<file path="config.mk">
export PLATFORM = sky130hd
export DESIGN_NAME = ref_input_priority_select
export DESIGN_NICKNAME = d
export VERILOG_FILES = /design/src/ref_select_pkg.sv /design/src/amplitude_decode.sv /design/src/rank_picker.sv /design/src/ref_input_priority_select.sv
export SDC_FILE = /design/constraint.sdc
export NUM_CORES = 1
export LEC_CHECK = 0
export BUFFER_PORTS_ARGS = -buffer_cell sky130_fd_sc_hd__buf_2
export CAP_MARGIN = 20
export CORE_MARGIN = 3
export CORE_UTILIZATION = 55
export CTS_BUF_LIST = sky130_fd_sc_hd__clkbuf_8 sky130_fd_sc_hd__clkbuf_16
export CTS_CLUSTER_DIAMETER = 40
export DETAILED_ROUTE_END_ITERATION = 12
export PLACE_DENSITY = 0.81
export SLEW_MARGIN = 25
export SYNTH_ARGS = -nofsm -noshare
export SYNTH_HDL_FRONTEND = slang
export SYNTH_SLANG_ARGS = --single-unit
</file>
<file path="constraint.sdc">
create_clock -name clk -period 5.8 [get_ports clk]
set_input_delay 1.16 -clock clk [delete_from_list [all_inputs] [get_ports clk]]
set_output_delay 1.16 -clock clk [all_outputs]
set_load 0.005 [all_outputs]
</file>
<file path="src/ref_select_pkg.sv">
// Register map, field layout, reset values and state types of the reference selector
package ref_select_pkg;

	localparam int ADDR_W = 8;
	localparam int DATA_W = 8;

	// Register offsets
	localparam logic [7:0] INPUT_PRIORITY_ADDR         = 8'h14;
	localparam logic [7:0] SELECTION_MODE_CONTROL_ADDR = 8'h15;
	localparam logic [7:0] HOLDOFF_COUNT_ADDR          = 8'h16;
	localparam logic [7:0] COUNTER_RANGE_POWER_ADDR    = 8'h17;
	localparam logic [7:0] PLL_PHASE_ADDR              = 8'h18;
	localparam logic [7:0] PLL_ANALOG_ADDR             = 8'h19;
	localparam logic [7:0] SELECT_STATUS_ADDR          = 8'h1A;

	// Field positions in selection_mode_control
	localparam int SEL_LSB       = 0;
	localparam int MODE_LSB      = 2;
	localparam int REVERT_BIT    = 4;
	localparam int PREDIV_BIT    = 5;
	localparam int LOCKBLOCK_BIT = 6;

	// Field positions in pll_phase and pll_analog
	localparam int OFFSET_LSB     = 0;
	localparam int OFFSET_EN_BIT  = 5;
	localparam int PUMP_LSB       = 0;
	localparam int AMPL_LSB       = 5;

	// Reset values
	localparam logic [7:0] INPUT_PRIORITY_RST         = 8'hE4;
	localparam logic [7:0] SELECTION_MODE_CONTROL_RST = 8'h00;
	localparam logic [7:0] HOLDOFF_COUNT_RST          = 8'h80;
	localparam logic [7:0] COUNTER_RANGE_POWER_RST    = 8'h80;
	localparam logic [4:0] OFFSET_RST                 = 5'h00;
	localparam logic [4:0] PUMP_RST                   = 5'h18;
	localparam logic [1:0] AMPL_RST                   = 2'h0;

	// Selection modes
	localparam logic [1:0] MODE_MANUAL      = 2'h0;
	localparam logic [1:0] MODE_AUTO        = 2'h1;
	localparam logic [1:0] MODE_SHORT_HOLD  = 2'h2;
	localparam logic [1:0] MODE_AUTO_HOLD   = 2'h3;

	typedef enum logic [1:0] {
		SEL_IDLE,
		SEL_LOCKED
	} sel_state_t;

	typedef struct packed {
		logic [7:0] addr;
		logic [7:0] wdata;
		logic       wr;
		logic       rd;
	} reg_req_t;

	typedef struct packed {
		logic       offset_enable;
		logic [4:0] phase_offset;
		logic [4:0] stage2_pump_current;
		logic [1:0] osc_out_amplitude;
		logic       monitor_prediv_sel;
		logic       lock_loss_block;
		logic [7:0] holdoff_period;
		logic [1:0] holdoff_prescale;
		logic [3:0] input_powerdown;
		logic [1:0] activity_count_cfg;
	} static_cfg_t;

endpackage

</file>
<file path="src/amplitude_decode.sv">
// Oscillator output amplitude code to millivolts
module amplitude_decode (
	input  wire logic [1:0]  osc_out_amplitude,
	input  wire logic        osc_out_format,
	output logic [9:0]       amplitude_mv
);
	// Format is deliberately unused: the swing is the same for both
	logic unused_format;
	assign unused_format = osc_out_format;

	always_comb begin
		unique case (osc_out_amplitude)
			2'h0: amplitude_mv = 10'h0FA;
			2'h1: amplitude_mv = 10'h1F4;
			2'h2: amplitude_mv = 10'h1F4;
			2'h3: amplitude_mv = 10'h2EE;
		endcase
	end
endmodule

</file>
<file path="src/rank_picker.sv">
// Combinational pick of the best valid input by rank code and index
module rank_picker #(
	parameter int N = 4
) (
	input  wire logic [2*N-1:0]         input_rank,
	input  wire logic [N-1:0]           valid,
	output logic                        found,
	output logic [$clog2(N)-1:0]        best
);
	if (N < 2) begin : g_bad_n
		$error("rank_picker needs at least two inputs");
	end

	always_comb begin
		found = 1'b0;
		best  = '0;
		// Highest index first so lower index wins ties with >=
		for (int i = N - 1; i >= 0; i--) begin
			if (valid[i] && (!found || input_rank[2*i +: 2] >= input_rank[2*best +: 2])) begin
				found = 1'b1;
				best  = ($clog2(N))'(i);
			end
		end
	end
endmodule

</file>
<file path="src/ref_input_priority_select.sv">
// Reference input priority selector with its configuration registers
// How it works
// - each input has a two bit rank, 00 lowest through 11 highest.
// - equal ranks are ordered by index, input 0 first.
// - ranks reset to 11, 10, 01, 00 for inputs 0 to 3.
// - revertive enable only matters when the mode low bit is one.
// - revertive off: a returning unselected input leaves the choice alone.
// - revertive on: returning input causes switch only if it outranks current one.
// - revertive enable resets to zero.
// - monitor pre-divider bit: 0 divides by one, 1 divides by four.
// - phase offset enable applies the static offset; resets to zero.
// - five bit static offset, code times f_PFD over 400, resets to zero.
// - five bit pump current, 400 uA times code plus one, resets to 24.
// - mode 00 manual, 01 auto, 10 short holdover, 11 auto with holdover.
// - manual modes use the select field; automatic modes ignore it.
//
// The strobed register port was decided locally.
module ref_input_priority_select #(
	parameter int N = 4
) (
	input  wire logic                   clk,
	input  wire logic                   reset,
	input  wire logic [7:0]             addr,
	input  wire logic [7:0]             wdata,
	input  wire logic                   wr,
	input  wire logic                   rd,
	output logic [7:0]                  rdata,
	input  wire logic [N-1:0]           input_lost,
	input  wire logic                   osc_out_format,
	output logic [1:0]                  selected_input,
	output logic                        selected_valid,
	output logic                        auto_mode,
	output logic [2:0]                  monitor_prediv,
	output logic [9:0]                  osc_amplitude_mv,
	output ref_select_pkg::static_cfg_t cfg
);
	if (N != 4) begin : g_bad_n
		$error("register layout serves exactly four inputs");
	end

	typedef struct packed {
		logic [7:0]                  input_priority;
		logic [7:0]                  selection_mode_control;
		logic [7:0]                  holdoff_count;
		logic [7:0]                  counter_range_power;
		logic                        phase_offset_enable;
		logic [4:0]                  phase_offset;
		logic [4:0]                  stage2_pump_current;
		logic [1:0]                  osc_out_amplitude;
		logic [1:0]                  current;
		logic                        have_current;
		logic [N-1:0]                lost_seen;
		ref_select_pkg::sel_state_t  state;
		logic [7:0]                  rdata;
	} state_t;

	state_t s;
	state_t next_s;

	ref_select_pkg::reg_req_t req;
	logic [1:0]  selection_mode;
	logic [1:0]  manual_sel;
	logic        revertive_enable;
	logic        is_auto;
	logic [N-1:0] valid;
	logic [N-1:0] revalidated;
	logic        best_found;
	logic [1:0]  best;
	logic        revert_active;
	logic [2*N-1:0] rank_vec;
	logic        revert_due;

	assign req.addr  = addr;
	assign req.wdata = wdata;
	assign req.wr    = wr;
	assign req.rd    = rd;

	assign manual_sel       = s.selection_mode_control[ref_select_pkg::SEL_LSB +: 2];
	assign selection_mode   = s.selection_mode_control[ref_select_pkg::MODE_LSB +: 2];
	assign revertive_enable = s.selection_mode_control[ref_select_pkg::REVERT_BIT];
	assign is_auto          = selection_mode[0];
	assign valid            = ~input_lost;
	assign revalidated      = s.lost_seen & valid;
	assign revert_active    = is_auto && revertive_enable;

	rank_picker #(
		.N          (N)
	) u_pick (
		.input_rank (rank_vec),
		.valid      (valid),
		.found      (best_found),
		.best       (best)
	);

	amplitude_decode u_ampl (
		.osc_out_amplitude (s.osc_out_amplitude),
		.osc_out_format    (osc_out_format),
		.amplitude_mv      (osc_amplitude_mv)
	);

	// Rank code of input i held in the priority register, input 0 in the top bits
	function automatic logic [1:0] rank_of(input logic [7:0] pr, input logic [1:0] i);
		rank_of = pr[2*(3-i) +: 2];
	endfunction

	// Remap register layout (input 0 high) to picker layout (input 0 low)
	always_comb begin
		for (int i = 0; i < N; i++) begin
			rank_vec[2*i +: 2] = rank_of(s.input_priority, 2'(i));
		end
	end

	// True when input a outranks input b, the lower index winning a tie
	function automatic logic outranks(input logic [2*N-1:0] rv, input logic [1:0] a,
		input logic [1:0] b);
		outranks = (rv[2*a +: 2] > rv[2*b +: 2])
			|| (rv[2*a +: 2] == rv[2*b +: 2] && a < b);
	endfunction

	// Only a returning input that outranks the current one may cause a switch
	always_comb begin
		revert_due = 1'b0;
		for (int i = 0; i < N; i++) begin
			if (revalidated[i] && outranks(rank_vec, 2'(i), s.current)) begin
				revert_due = 1'b1;
			end
		end
	end

	always_comb begin
		next_s       = s;
		next_s.rdata = 8'h00;

		// Register writes
		if (req.wr) begin
			unique case (req.addr)
				ref_select_pkg::INPUT_PRIORITY_ADDR:
					next_s.input_priority = req.wdata;
				ref_select_pkg::SELECTION_MODE_CONTROL_ADDR:
					next_s.selection_mode_control = {1'b0, req.wdata[6:0]};
				ref_select_pkg::HOLDOFF_COUNT_ADDR:
					next_s.holdoff_count = req.wdata;
				ref_select_pkg::COUNTER_RANGE_POWER_ADDR:
					next_s.counter_range_power = req.wdata;
				ref_select_pkg::PLL_PHASE_ADDR: begin
					next_s.phase_offset        = req.wdata[ref_select_pkg::OFFSET_LSB +: 5];
					next_s.phase_offset_enable = req.wdata[ref_select_pkg::OFFSET_EN_BIT];
				end
				ref_select_pkg::PLL_ANALOG_ADDR: begin
					next_s.stage2_pump_current = req.wdata[ref_select_pkg::PUMP_LSB +: 5];
					next_s.osc_out_amplitude   = req.wdata[ref_select_pkg::AMPL_LSB +: 2];
				end
				default: ;
			endcase
		end

		// Register reads, data stands one cycle later
		if (req.rd) begin
			unique case (req.addr)
				ref_select_pkg::INPUT_PRIORITY_ADDR:         next_s.rdata = s.input_priority;
				ref_select_pkg::SELECTION_MODE_CONTROL_ADDR: next_s.rdata = s.selection_mode_control;
				ref_select_pkg::HOLDOFF_COUNT_ADDR:          next_s.rdata = s.holdoff_count;
				ref_select_pkg::COUNTER_RANGE_POWER_ADDR:    next_s.rdata = s.counter_range_power;
				ref_select_pkg::PLL_PHASE_ADDR:
					next_s.rdata = {2'h0, s.phase_offset_enable, s.phase_offset};
				ref_select_pkg::PLL_ANALOG_ADDR:
					next_s.rdata = {1'b0, s.osc_out_amplitude, s.stage2_pump_current};
				ref_select_pkg::SELECT_STATUS_ADDR:
					next_s.rdata = {s.have_current, 1'b0, valid, s.current};
				default: next_s.rdata = 8'h00;
			endcase
		end

		// Remember which inputs have been lost, to spot re-validation
		next_s.lost_seen = (s.lost_seen & ~valid) | input_lost;

		// Reference selection
		if (!is_auto) begin
			next_s.current      = manual_sel;
			next_s.have_current = 1'b1;
			next_s.state        = ref_select_pkg::SEL_LOCKED;
		end else begin
			unique case (s.state)
				ref_select_pkg::SEL_IDLE: begin
					if (best_found) begin
						next_s.current      = best;
						next_s.have_current = 1'b1;
						next_s.state        = ref_select_pkg::SEL_LOCKED;
					end else begin
						next_s.have_current = 1'b0;
					end
				end
				ref_select_pkg::SEL_LOCKED: begin
					if (input_lost[s.current]) begin
						// Current reference failed: fail over to best remaining
						if (best_found) begin
							next_s.current = best;
						end else begin
							next_s.have_current = 1'b0;
							next_s.state        = ref_select_pkg::SEL_IDLE;
						end
					end else if (revert_active && revert_due && best_found
						&& best != s.current) begin
						next_s.current = best;
					end
					// Without revertive switching a returning input is ignored
				end
				default: next_s.state = ref_select_pkg::SEL_IDLE;
			endcase
		end
	end

	always_ff @(posedge clk) begin
		if (reset) begin
			s.input_priority         <= ref_select_pkg::INPUT_PRIORITY_RST;
			s.selection_mode_control <= ref_select_pkg::SELECTION_MODE_CONTROL_RST;
			s.holdoff_count          <= ref_select_pkg::HOLDOFF_COUNT_RST;
			s.counter_range_power    <= ref_select_pkg::COUNTER_RANGE_POWER_RST;
			s.phase_offset_enable    <= 1'b0;
			s.phase_offset           <= ref_select_pkg::OFFSET_RST;
			s.stage2_pump_current    <= ref_select_pkg::PUMP_RST;
			s.osc_out_amplitude      <= ref_select_pkg::AMPL_RST;
			s.current                <= 2'h0;
			s.have_current           <= 1'b0;
			s.lost_seen              <= '0;
			s.state                  <= ref_select_pkg::SEL_IDLE;
			s.rdata                  <= 8'h00;
		end else begin
			s <= next_s;
		end
	end

	assign rdata          = s.rdata;
	assign selected_input = s.current;
	assign selected_valid = s.have_current;
	assign auto_mode      = is_auto;
	// Divide ratio presented to the activity counter
	assign monitor_prediv = s.selection_mode_control[ref_select_pkg::PREDIV_BIT] ? 3'h4 : 3'h1;

	always_comb begin
		cfg.offset_enable       = s.phase_offset_enable;
		cfg.phase_offset        = s.phase_offset_enable ? s.phase_offset : 5'h00;
		cfg.stage2_pump_current = s.stage2_pump_current;
		cfg.osc_out_amplitude   = s.osc_out_amplitude;
		cfg.monitor_prediv_sel  = s.selection_mode_control[ref_select_pkg::PREDIV_BIT];
		cfg.lock_loss_block     = s.selection_mode_control[ref_select_pkg::LOCKBLOCK_BIT];
		cfg.holdoff_period      = s.holdoff_count;
		cfg.holdoff_prescale    = s.counter_range_power[7:6];
		cfg.input_powerdown     = s.counter_range_power[5:2];
		cfg.activity_count_cfg  = s.counter_range_power[1:0];
	end
endmodule

</file>
* Word-level counts from Yosys, hierarchy flattened
Cells that the tools add are included.
** Operators by class
- Add/subtract/negate cells :: 0
- Multiply operators :: 0
- Div/mod/pow operators :: 0
- Order comparisons :: 12
- Eq/ne operators :: 24
- Shift operators :: 4
- Muxes and demuxes :: 31
- Bitwise operators :: 7
- Reduce and logical (&&, ||, !) cells :: 40
** Operators with widths (number)
- 8-bit by 5-bit equality test with 1-bit output, second input constant :: 7
- 8-bit one-hot mux with 7 select lines :: 1
- 8-bit by 4-bit indexed part select with 2-bit output :: 4
- 10-bit one-hot mux with 3 select lines :: 1
- 2-bit 2-to-1 mux :: 10
- 1-bit logical AND :: 15
- 2-bit AND reduction :: 7
- 1-bit 2-to-1 mux :: 13
- 3-bit != test, second input constant :: 3
- 3-bit AND reduction :: 3
- 4-bit AND :: 2
- 2-bit equality test :: 4
- 2-bit > comparator :: 4
- 4-bit NOT :: 2
- 1-bit logical OR :: 7
- 2-bit greater-or-equal comparator :: 3
- 3-bit 2-to-1 mux :: 2
- 2-bit != test, second input constant :: 3
- 3-bit one-hot mux with 2 select lines :: 1
- 2-bit OR reduction :: 3
- 5-bit 2-to-1 mux :: 1
- 2-bit by 1-bit equality test with 1-bit output, second input constant :: 2
- 2-bit equality test, second input constant :: 2
- 2-bit logical NOT :: 2
- other kinds (11) :: 16
** Storage, ports and cells
- Bits in registers :: 61
- Latch bits :: 0
- Memory bits (writable) :: 0
- ROM bits :: 0
- Bits of input ports :: 25
- Output and inout bits :: 56
- Memories :: 0

* Depth between registers and ports, before layout
Gate-level depths: netlist of the first run.
- Depth in word-level cells :: 23
- Mapped depth :: 22
- Gate-level depth less buffers :: 21

* Cells and area by module
A second synthesis of the first run with hierarchy kept.
** Unflattened totals
- Cells, all modules :: 423
- Area total of the unflattened synthesis :: 3662.3 sq um
** Modules (own cells, without submodules)
- ref_input_priority_select :: times used 1, cells an instance 368, area each 3253.1 sq um
- rank_picker :: times used 1, cells an instance 40, area each 307.8 sq um
- amplitude_decode :: times used 1, cells an instance 15, area each 101.3 sq um

* Worst setup path after synthesis of the first run
OpenSTA, ideal clock, no wires.
- Path type :: input-to-reg
- Start point :: input input_lost[3]
- End point :: register s (netlist bit selected_input[0])
- Arrival :: 4923 ps
- Path slack :: 791 ps
- Stages on the path :: 19
- Path buffers :: 1
- Path through :: buf_2 -> mux2i_1 -> ha_1 -> nor2b_4 -> a221oi_4 -> mux2i_1 -> a21oi_1 -> ha_1 -> nor2b_1 -> o211ai_1 -> mux2_2 -> o21ai_0 -> ha_1 -> nor3b_1 -> or3_1 -> nand2_1 -> nor3_1 -> or3_1 -> a221oi_2
** Between the ends
- Word-level cells in the longest chain between the ends :: 21
** Ends and longest elaborated chain
- start: declaration :: RTL line ref_input_priority_select.sv:28 : input wire logic [N-1:0] input_lost,
- 4-bit NOT :: RTL line ref_input_priority_select.sv:82 : assign valid = ~input_lost;
- 2-bit 2-to-1 mux :: RTL line rank_picker.sv:19 : if (valid[i] && (!found || input_rank[2*i +: 2] >= input_rank[2*best +: 2])) begin
- 8-bit by 4-bit indexed part select with 2-bit output :: RTL line rank_picker.sv:19
- 2-bit greater-or-equal comparator :: RTL line rank_picker.sv:19
- 1-bit logical OR :: RTL line rank_picker.sv:19
- 1-bit logical AND :: RTL line rank_picker.sv:19
- 2-bit 2-to-1 mux :: RTL line rank_picker.sv:19
- 8-bit by 4-bit indexed part select with 2-bit output :: RTL line rank_picker.sv:19
- (+5 left out)
- 2-bit greater-or-equal comparator :: RTL line rank_picker.sv:19
- 1-bit logical OR :: RTL line rank_picker.sv:19
- 1-bit logical AND :: RTL line rank_picker.sv:19
- 2-bit 2-to-1 mux / 1-bit 2-to-1 mux (equally long branches) :: RTL line rank_picker.sv:19
- 2-bit != test, or another cell as far along :: RTL line ref_input_priority_select.sv:203 : && best != s.current) begin
- 1-bit logical AND / 2-bit 2-to-1 mux (equally long branches) :: RTL line ref_input_priority_select.sv:203, ref_input_priority_select.sv:194
- 4-bit != test (no source line) / 3-bit one-hot mux with 2 select lines (equally long branches)
- 2-bit AND reduction (no source line) / 3-bit 2-to-1 mux (equally long branches)
- end signal: assignment :: RTL line ref_input_priority_select.sv:229 : s <= next_s;
- end: declaration :: RTL line ref_input_priority_select.sv:57 : state_t s;
Several ways; a longest one is shown, not always the timed one. The select of a mux whose other input is x is not followed.
A chain may end at the register's enable or synchronous reset.

* Final worst setup path of the first run
Same ends and word-level chain as after synthesis.

==> results of run 1 <==
## layout make-up
class / count / area [um2] / share of cell area (%)
multi-input combinational: 297 / 2000 / 50.4
sequential: 60 / 1200 / 30.3
timing repair buffer: 74 / 370 / 9.36
clock buffer: 12 / 165 / 4.17
tap: 77 / 96.3 / 2.43
clock inverter: 3 / 68.8 / 1.74
inverter: 15 / 61.3 / 1.55
## cells in the final DEF (no fill, tap or decap), types with 3 or more instances in the layout
| master | netlist | layout |
|---|---|---|
| conb_1 | 2 | 5 |
| nor3_1 | 4 | 4 |
| dfxtp_1 | 60 | 60 |
| mux2_2 | 5 | 5 |
| nor3b_1 | 5 | 5 |
| a211o_1 | 4 | 4 |
| and2_1 | 5 | 5 |
| buf_2 | 7 | 74 |
| ha_1 | 17 | 17 |
| o22ai_1 | 4 | 4 |
| a22oi_1 | 6 | 6 |
| and3_1 | 3 | 3 |
| o211ai_1 | 3 | 3 |
| mux4_2 | 3 | 3 |
| a21oi_1 | 40 | 40 |
| nor2_1 | 35 | 35 |
| a31oi_1 | 4 | 4 |
| o21ai_0 | 5 | 5 |
| nand2_1 | 41 | 41 |
| mux2i_1 | 22 | 22 |
| nand2b_1 | 9 | 9 |
| inv_1 | 14 | 14 |
| a221oi_1 | 3 | 3 |
| nand3_1 | 32 | 32 |
| clkbuf_8 | 0 | 12 |
| nand3b_1 | 3 | 3 |
| nor2b_1 | 9 | 9 |
## power by group through the flow
stage / logic, mW / clock network, mW / registers, mW
after global placement: 0.0648 / 0 / 0.425
final: 0.0692 / 0.442 / 0.416
after detailed placement: 0.0670 / 0 / 0.425
after global routing: 0.0757 / 0.465 / 0.416
after floorplan: 0.0475 / 0 / 0.425
after CTS: 0.0680 / 0.445 / 0.416
## critical path: stages
cell and delay [ns]:
buf_2 0.25, mux2i_1 0.23, ha_1 0.26, nor2b_4 0.14
a221oi_4 0.44, mux2i_1 0.26, a21oi_1 0.11, ha_1 0.28
nor2b_1 0.05, o211ai_1 0.40, mux2_2 0.38, o21ai_0 0.25
ha_1 0.24, nor3b_1 0.07, nor3_1 0.30, nor3b_1 0.10
o2bb2ai_1 0.21, or3_1 0.35, a221oi_2 0.23
## cell usage after synthesis, types with 4 or more instances
| library cell | n | area (um2) |
|---|---|---|
| a211o_1 | 4 | 35.0 |
| dfxtp_1 | 60 | 1200 |
| a31oi_1 | 4 | 25.0 |
| nand2b_1 | 9 | 56.3 |
| nor2b_1 | 9 | 56.3 |
| a22oi_1 | 6 | 45.0 |
| nor3b_1 | 5 | 37.5 |
| nand2_1 | 41 | 154 |
| clkbuf_1 | 10 | 37.5 |
| o22ai_1 | 4 | 25.0 |
| o21ai_0 | 5 | 25.0 |
| nand3_1 | 32 | 160 |
| inv_1 | 14 | 52.6 |
| nor2_1 | 35 | 131 |
| mux2_2 | 5 | 56.3 |
| nor3_1 | 4 | 20.0 |
| ha_1 | 17 | 213 |
| buf_2 | 7 | 35.0 |
| a21oi_1 | 40 | 200 |
| and2_1 | 5 | 31.3 |
| mux2i_1 | 22 | 220 |
| buf_4 | 44 | 330 |
## per-stage QoR
step	area (um2)	worst slack [ns]
floorplan	3690	0.791
global placement	3720	0.360
detailed placement	3720	0.146
CTS	3960	0.422
global route	3960	0.0577
finish	3960	0.334
## registers in the layout, indices dropped and copies added, names as in the netlist
signal	count
cfg	26
s	11
rank_vec	8
rdata	8
manual_sel	2
selected_input	2
auto_mode	1
revertive_enable	1
selected_valid	1
## worst max path at each step
stage                       start                end  slack (ns)  depth (start not counted)
detailed placement  input_lost[3]  selected_input[0]        0.15                         19
global placement    input_lost[3]  selected_input[0]        0.36                         19
global route        input_lost[3]  selected_input[0]        0.06                         19
floorplan           input_lost[3]  selected_input[0]        0.79                         19
finish              input_lost[3]  selected_input[0]        0.33                         19
CTS                 input_lost[3]  selected_input[0]        0.42                         19
## routing by layer
metal,share of wire (%),vias up,routed length (um)
li1,-,1524,-
met4,3.2,0,306
met3,9.4,34,901
met5,0,-,0
met1,42,1490,4020
met2,45,172,4330
## cells by family after synthesis
family          share of synthesized area (%)
buf+inv                                  13.5
xor+xnor                                0.238
other cells                             0.204
simple gates                             22.7
fa+ha+maj                                5.77
flops                                    32.6
mux                                      10.1
compound gates                           14.9
==> impl_metrics.py, run 1 <==
metrics = {
    "run_status": {
        "status": "finished clean",
    },
    "cts": {
        "clock_sinks": 60,
        "root_buffer": "clkbuf_8",
        "cts.clk_slew.worst_paths_ns": 0.07,
        "postCtsSetupBuffers": 0,
        "cts.htree.levels": 3,
        "cts_buffer_depth": 2,
        "clk_latency_ns": 0.34,
        "holdBufCountCts": 0,
        "ctsResizeCount": 0,
        "cts_tree": "yes",
        "cts_buffers": 9,
    },
    "sta": {
        "tightest_slew_ns": 0.884,
        "setup_viol": 0,
        "setup_tns_ns": 0,
        "period_needed_ns": 5.47,
        "report.final.hold_viol_count": 0,
        "fin_skew_ns": 0.00657,
        "max_freq_mhz": 183,
        "slew_headroom_pct": 41.0,
        "slew_viol_final": 0,
        "whs_ns": 0.476,
        "rsz0062_at_grt": "false",
        "period_share_pct": 94.2,
    },
    "cells_and_area": {
        "num-nets-final": 499,
        "diodes": 0,
        "fill_cells": 563,
        "drive_gt1_share_pct": 24.1,
        "area_growth_pct": 7.47,
        "instances_no_fill": 538,
        "final_util_pct": 61.6,
    },
    "die": {
        "start_util_pct": 57.4,
        "die_h_um": 87.8,
        "core_area_um2": 6420,
        "die_w_um": 87.8,
        "ios": 81,
        "rows": 29,
        "die-area_um2": 7710,
    },
    "worst_setup_path": {
        "start_kind": "input pin",
        "required_ns": 6.06,
        "r2r-start": "rank_vec[6]",
        "crit_fanout": 13,
        "end_kind": "flop",
        "r2r_end": "selected_input[0]",
        "rrSetupSlack_ns": 0.89,
        "critPathKind": "in2reg",
        "reg2reg_depth": 19,
        "worstPathArrival_ns": 5.72,
    },
    "global_routing": {
        "grt_usage_pct": 25.9,
        "top_usage_layer": "met2",
        "grt_pass1_vias": 3097,
        "antenna_found_initial": 0,
        "gr-total-overflow": 0,
        "grt_pass1_wl_um": 15400,
        "grt_util_met3_pct": 6.30,
        "grt_start_max_net_pins": 49,
        "grtUsageMet1_pct": 34.1,
        "use_met2_pct": 39.9,
    },
    "hold_path": {
        "hold_path.class": "reg2reg",
        "min-delay-start": "cfg[5]",
        "whs_path_depth": 2,
        "min_to": "cfg[5]",
    },
    "yosys": {
        "syn_inst": 435,
        "synthFlopType": "dfxtp_1",
        "seq_area_frac_synth_pct": 32.6,
        "synth_area_per_cell_um2": 8.47,
        "yosysWarnings": 0,
        "async_reset_ff_share_pct": 0,
        "syn_area_um2": 3680,
        "synth_edf_count": 0,
        "synth_seq_cells": 60,
        "synth_cell_types": 57,
    },
    "placed_design": {
        "gp_congestion": 0.929,
        "place_hpwl_um": 6830,
        "portBuffers": 74,
        "place_inst": 523,
    },
    "run": {
        "maxCapViolCount": 0,
    },
    "power": {
        "leakage_nw": 1.75,
        "vdd_ir_drop_max_mv": 0.138,
        "pwr-share-comb_pct": 7.5,
        "p_seq_share_pct": 44.9,
        "swShare_pct": 23.0,
        "powerDensity_nw_per_um2": 234,
        "p_switching_uw": 213,
        "clkPwrFrac_pct": 47.7,
        "finalPower_uw": 927,
        "p_int_uw": 714,
    },
    "route": {
        "wl_um": 9560,
        "viasPerCell": 5.99,
        "wire_per_inst_um": 17.8,
        "drt-initial-drc-count": 373,
        "dr.pass1.iters": 5,
        "drc": 0,
        "drt.antenna.violating_nets": 0,
        "vias": 3220,
    },
}
(Power assumes the default switching activity.)
==> run 2, diff against run 1 <==
--- a/config.mk
+++ b/config.mk
@@ -7,7 +7,7 @@
 export LEC_CHECK = 0
 export BUFFER_PORTS_ARGS = -buffer_cell sky130_fd_sc_hd__buf_2
 export CAP_MARGIN = 20
-export CORE_MARGIN = 3
+export CORE_ASPECT_RATIO = 2
 export CORE_UTILIZATION = 55
 export CTS_BUF_LIST = sky130_fd_sc_hd__clkbuf_8 sky130_fd_sc_hd__clkbuf_16
 export CTS_CLUSTER_DIAMETER = 40
==> run 2 against run 1 <==
Compared with the run above:
- worst setup slack improved by 0.36 ns
- clock power increased by 22%
- clock-buffer cell count is 1 lower
- flip-flop and latch count unchanged
- first-iteration DRC count fell by 57%
- hold slack worse by 0.0024 ns
- global-route usage rose by 4.7 points
- power rose by 11%
==> impl_metrics.py, run 2 (synthesized netlist as in run 1, its figures left out) <==
metrics = {
    "run_status": {
        "status": "finished clean",
    },
    "route": {
        "drt-initial-drc-count": 162,
        "drc": 0,
        "drt.antenna.violating_nets": 0,
        "wire_per_inst_um": 17.9,
        "wl_um": 9850,
        "vias": 3254,
        "dr.pass1.iters": 5,
        "viasPerCell": 5.92,
    },
    "power": {
        "powerDensity_nw_per_um2": 253,
        "p_int_uw": 793,
        "vdd_ir_drop_max_mv": 0.378,
        "finalPower_mw": 1.03,
        "clkPwrFrac_pct": 52.5,
        "leakage_nw": 1.79,
        "p_switching_uw": 235,
        "pwr-share-comb_pct": 6.9,
        "swShare_pct": 22.9,
        "p_seq_share_pct": 40.6,
    },
    "global_routing": {
        "grt_pass1_vias": 3139,
        "grt_pass1_wl_um": 15900,
        "antenna_found_initial": 0,
        "grt_start_max_net_pins": 49,
        "grt_usage_pct": 30.7,
        "gr-total-overflow": 0,
    },
    "cells_and_area": {
        "num-nets-final": 501,
        "largest_reg_flops": 26,
        "mostFrequentLayoutCells": "buf_2, dfxtp_1, nand2_1, a21oi_1, nor2_1",
        "final_util_pct": 63.7,
        "diodes": 0,
        "fill_cells": 561,
        "drive_gt1_share_pct": 24.4,
        "area_growth_pct": 10.1,
        "final_common_cell": "buf_2",
        "instances_no_fill": 550,
    },
    "placed_design": {
        "gp_congestion": 0.930,
        "place_hpwl_um": 7150,
        "portBuffers": 74,
        "place_inst": 534,
    },
    "worst_setup_path": {
        "end_kind": "flop",
        "critPathKind": "in2reg",
        "worstPathArrival_ns": 5.34,
        "required_ns": 6.04,
        "crit_fanout": 13,
        "r2r-start": "rank_vec[6]",
        "start_kind": "input pin",
        "critPathLaunch": "input_lost[3]",
    },
    "die": {
        "ios": 81,
        "die_h_um": 118,
        "core_area_um2": 6360,
        "die-area_um2": 7050,
        "start_util_pct": 57.9,
        "rows": 41,
        "die_w_um": 59.9,
    },
    "cts": {
        "cts.htree.levels": 3,
        "cts_tree": "yes",
        "root_buffer": "clkbuf_16",
        "clk_latency_ns": 0.33,
        "holdBufCountCts": 0,
        "cts_buffer_depth": 2,
        "ctsResizeCount": 0,
        "postCtsSetupBuffers": 0,
        "cts.clk_slew.worst_paths_ns": 0.05,
        "cts_buffers": 9,
        "clock_sinks": 60,
    },
    "sta": {
        "rsz0062_at_grt": "false",
        "slew_viol_final": 0,
        "fin_skew_ns": 0.00531,
        "tightest_slew_ns": 0.896,
        "max_freq_mhz": 196,
        "period_share_pct": 88.0,
        "period_needed_ns": 5.10,
        "slew_headroom_pct": 40.3,
        "setup_viol": 0,
        "report.final.hold_viol_count": 0,
        "setup_tns_ns": 0,
    },
    "hold_path": {
        "hold_path.class": "reg2reg",
        "min-delay-start": "s[28]",
    },
    "run": {
        "maxCapViolCount": 0,
    },
}
run 2: worst max-delay path: stages:
cell       delay, ns
buf_2           0.26
mux2i_1         0.22
ha_1            0.24
nor2b_4         0.13
a221oi_4        0.30
mux2i_1         0.22
a21oi_1         0.10
ha_1            0.28
nor2b_1         0.05
nand2b_1        0.13
a21oi_1         0.29
mux2_2          0.39
ha_1            0.28
nor3b_1         0.05
nor3_1          0.35
nor3b_1         0.09
o2bb2ai_1       0.20
or3_1           0.35
a221oi_2        0.24
run 2: metrics by stage:
| step | area (um2) | setup slack [ns] | hold slack (ns) |
|---|---|---|---|
| after floorplan | 3690 | 0.791 | 0.440 |
| after global placement | 3750 | 0.504 | 0.454 |
| after detailed placement | 3750 | 0.386 | 0.462 |
| after CTS | 4060 | 0.718 | 0.472 |
| after global routing | 4060 | 0.463 | 0.486 |
| final | 4060 | 0.697 | 0.474 |
run 2: power groups by stage:
stage	logic [mW]	registers (mW)	clock network, mW
after floorplan	0.0475	0.425	0
after CTS	0.0698	0.417	0.542
after global placement	0.0677	0.425	0
final	0.0711	0.417	0.540
after global routing	0.0776	0.417	0.561
after detailed placement	0.0692	0.425	0
run 2: metal layers:
layer | track usage, % | routed length, um
met1 | 32.9 | 3500
met2 | 50.6 | 5250
met3 | 7.03 | 499
met4 | 20.9 | 595
met5 | 0 | 0
run 2: final timing paths:
path / endpoint / slack [ns] / cells after the start
worst max-delay path: selected_input[0] / 0.70 / 19
worst min-delay path: s[28] / 0.47 / 2
worst max register to register: selected_input[0] / 1.24 / 19
worst min register to register: s[28] / 0.47 / 2
run 2: area by class of cell:
type	count	area [um2]	share of cell area [%]
multi-input combinational	297	2000	49.2
timing repair buffer	76	385	9.50
clock buffer	11	253	6.23
inverter	15	61.3	1.51
tap	86	108	2.65
sequential	60	1200	29.6
clock inverter	5	51.3	1.27
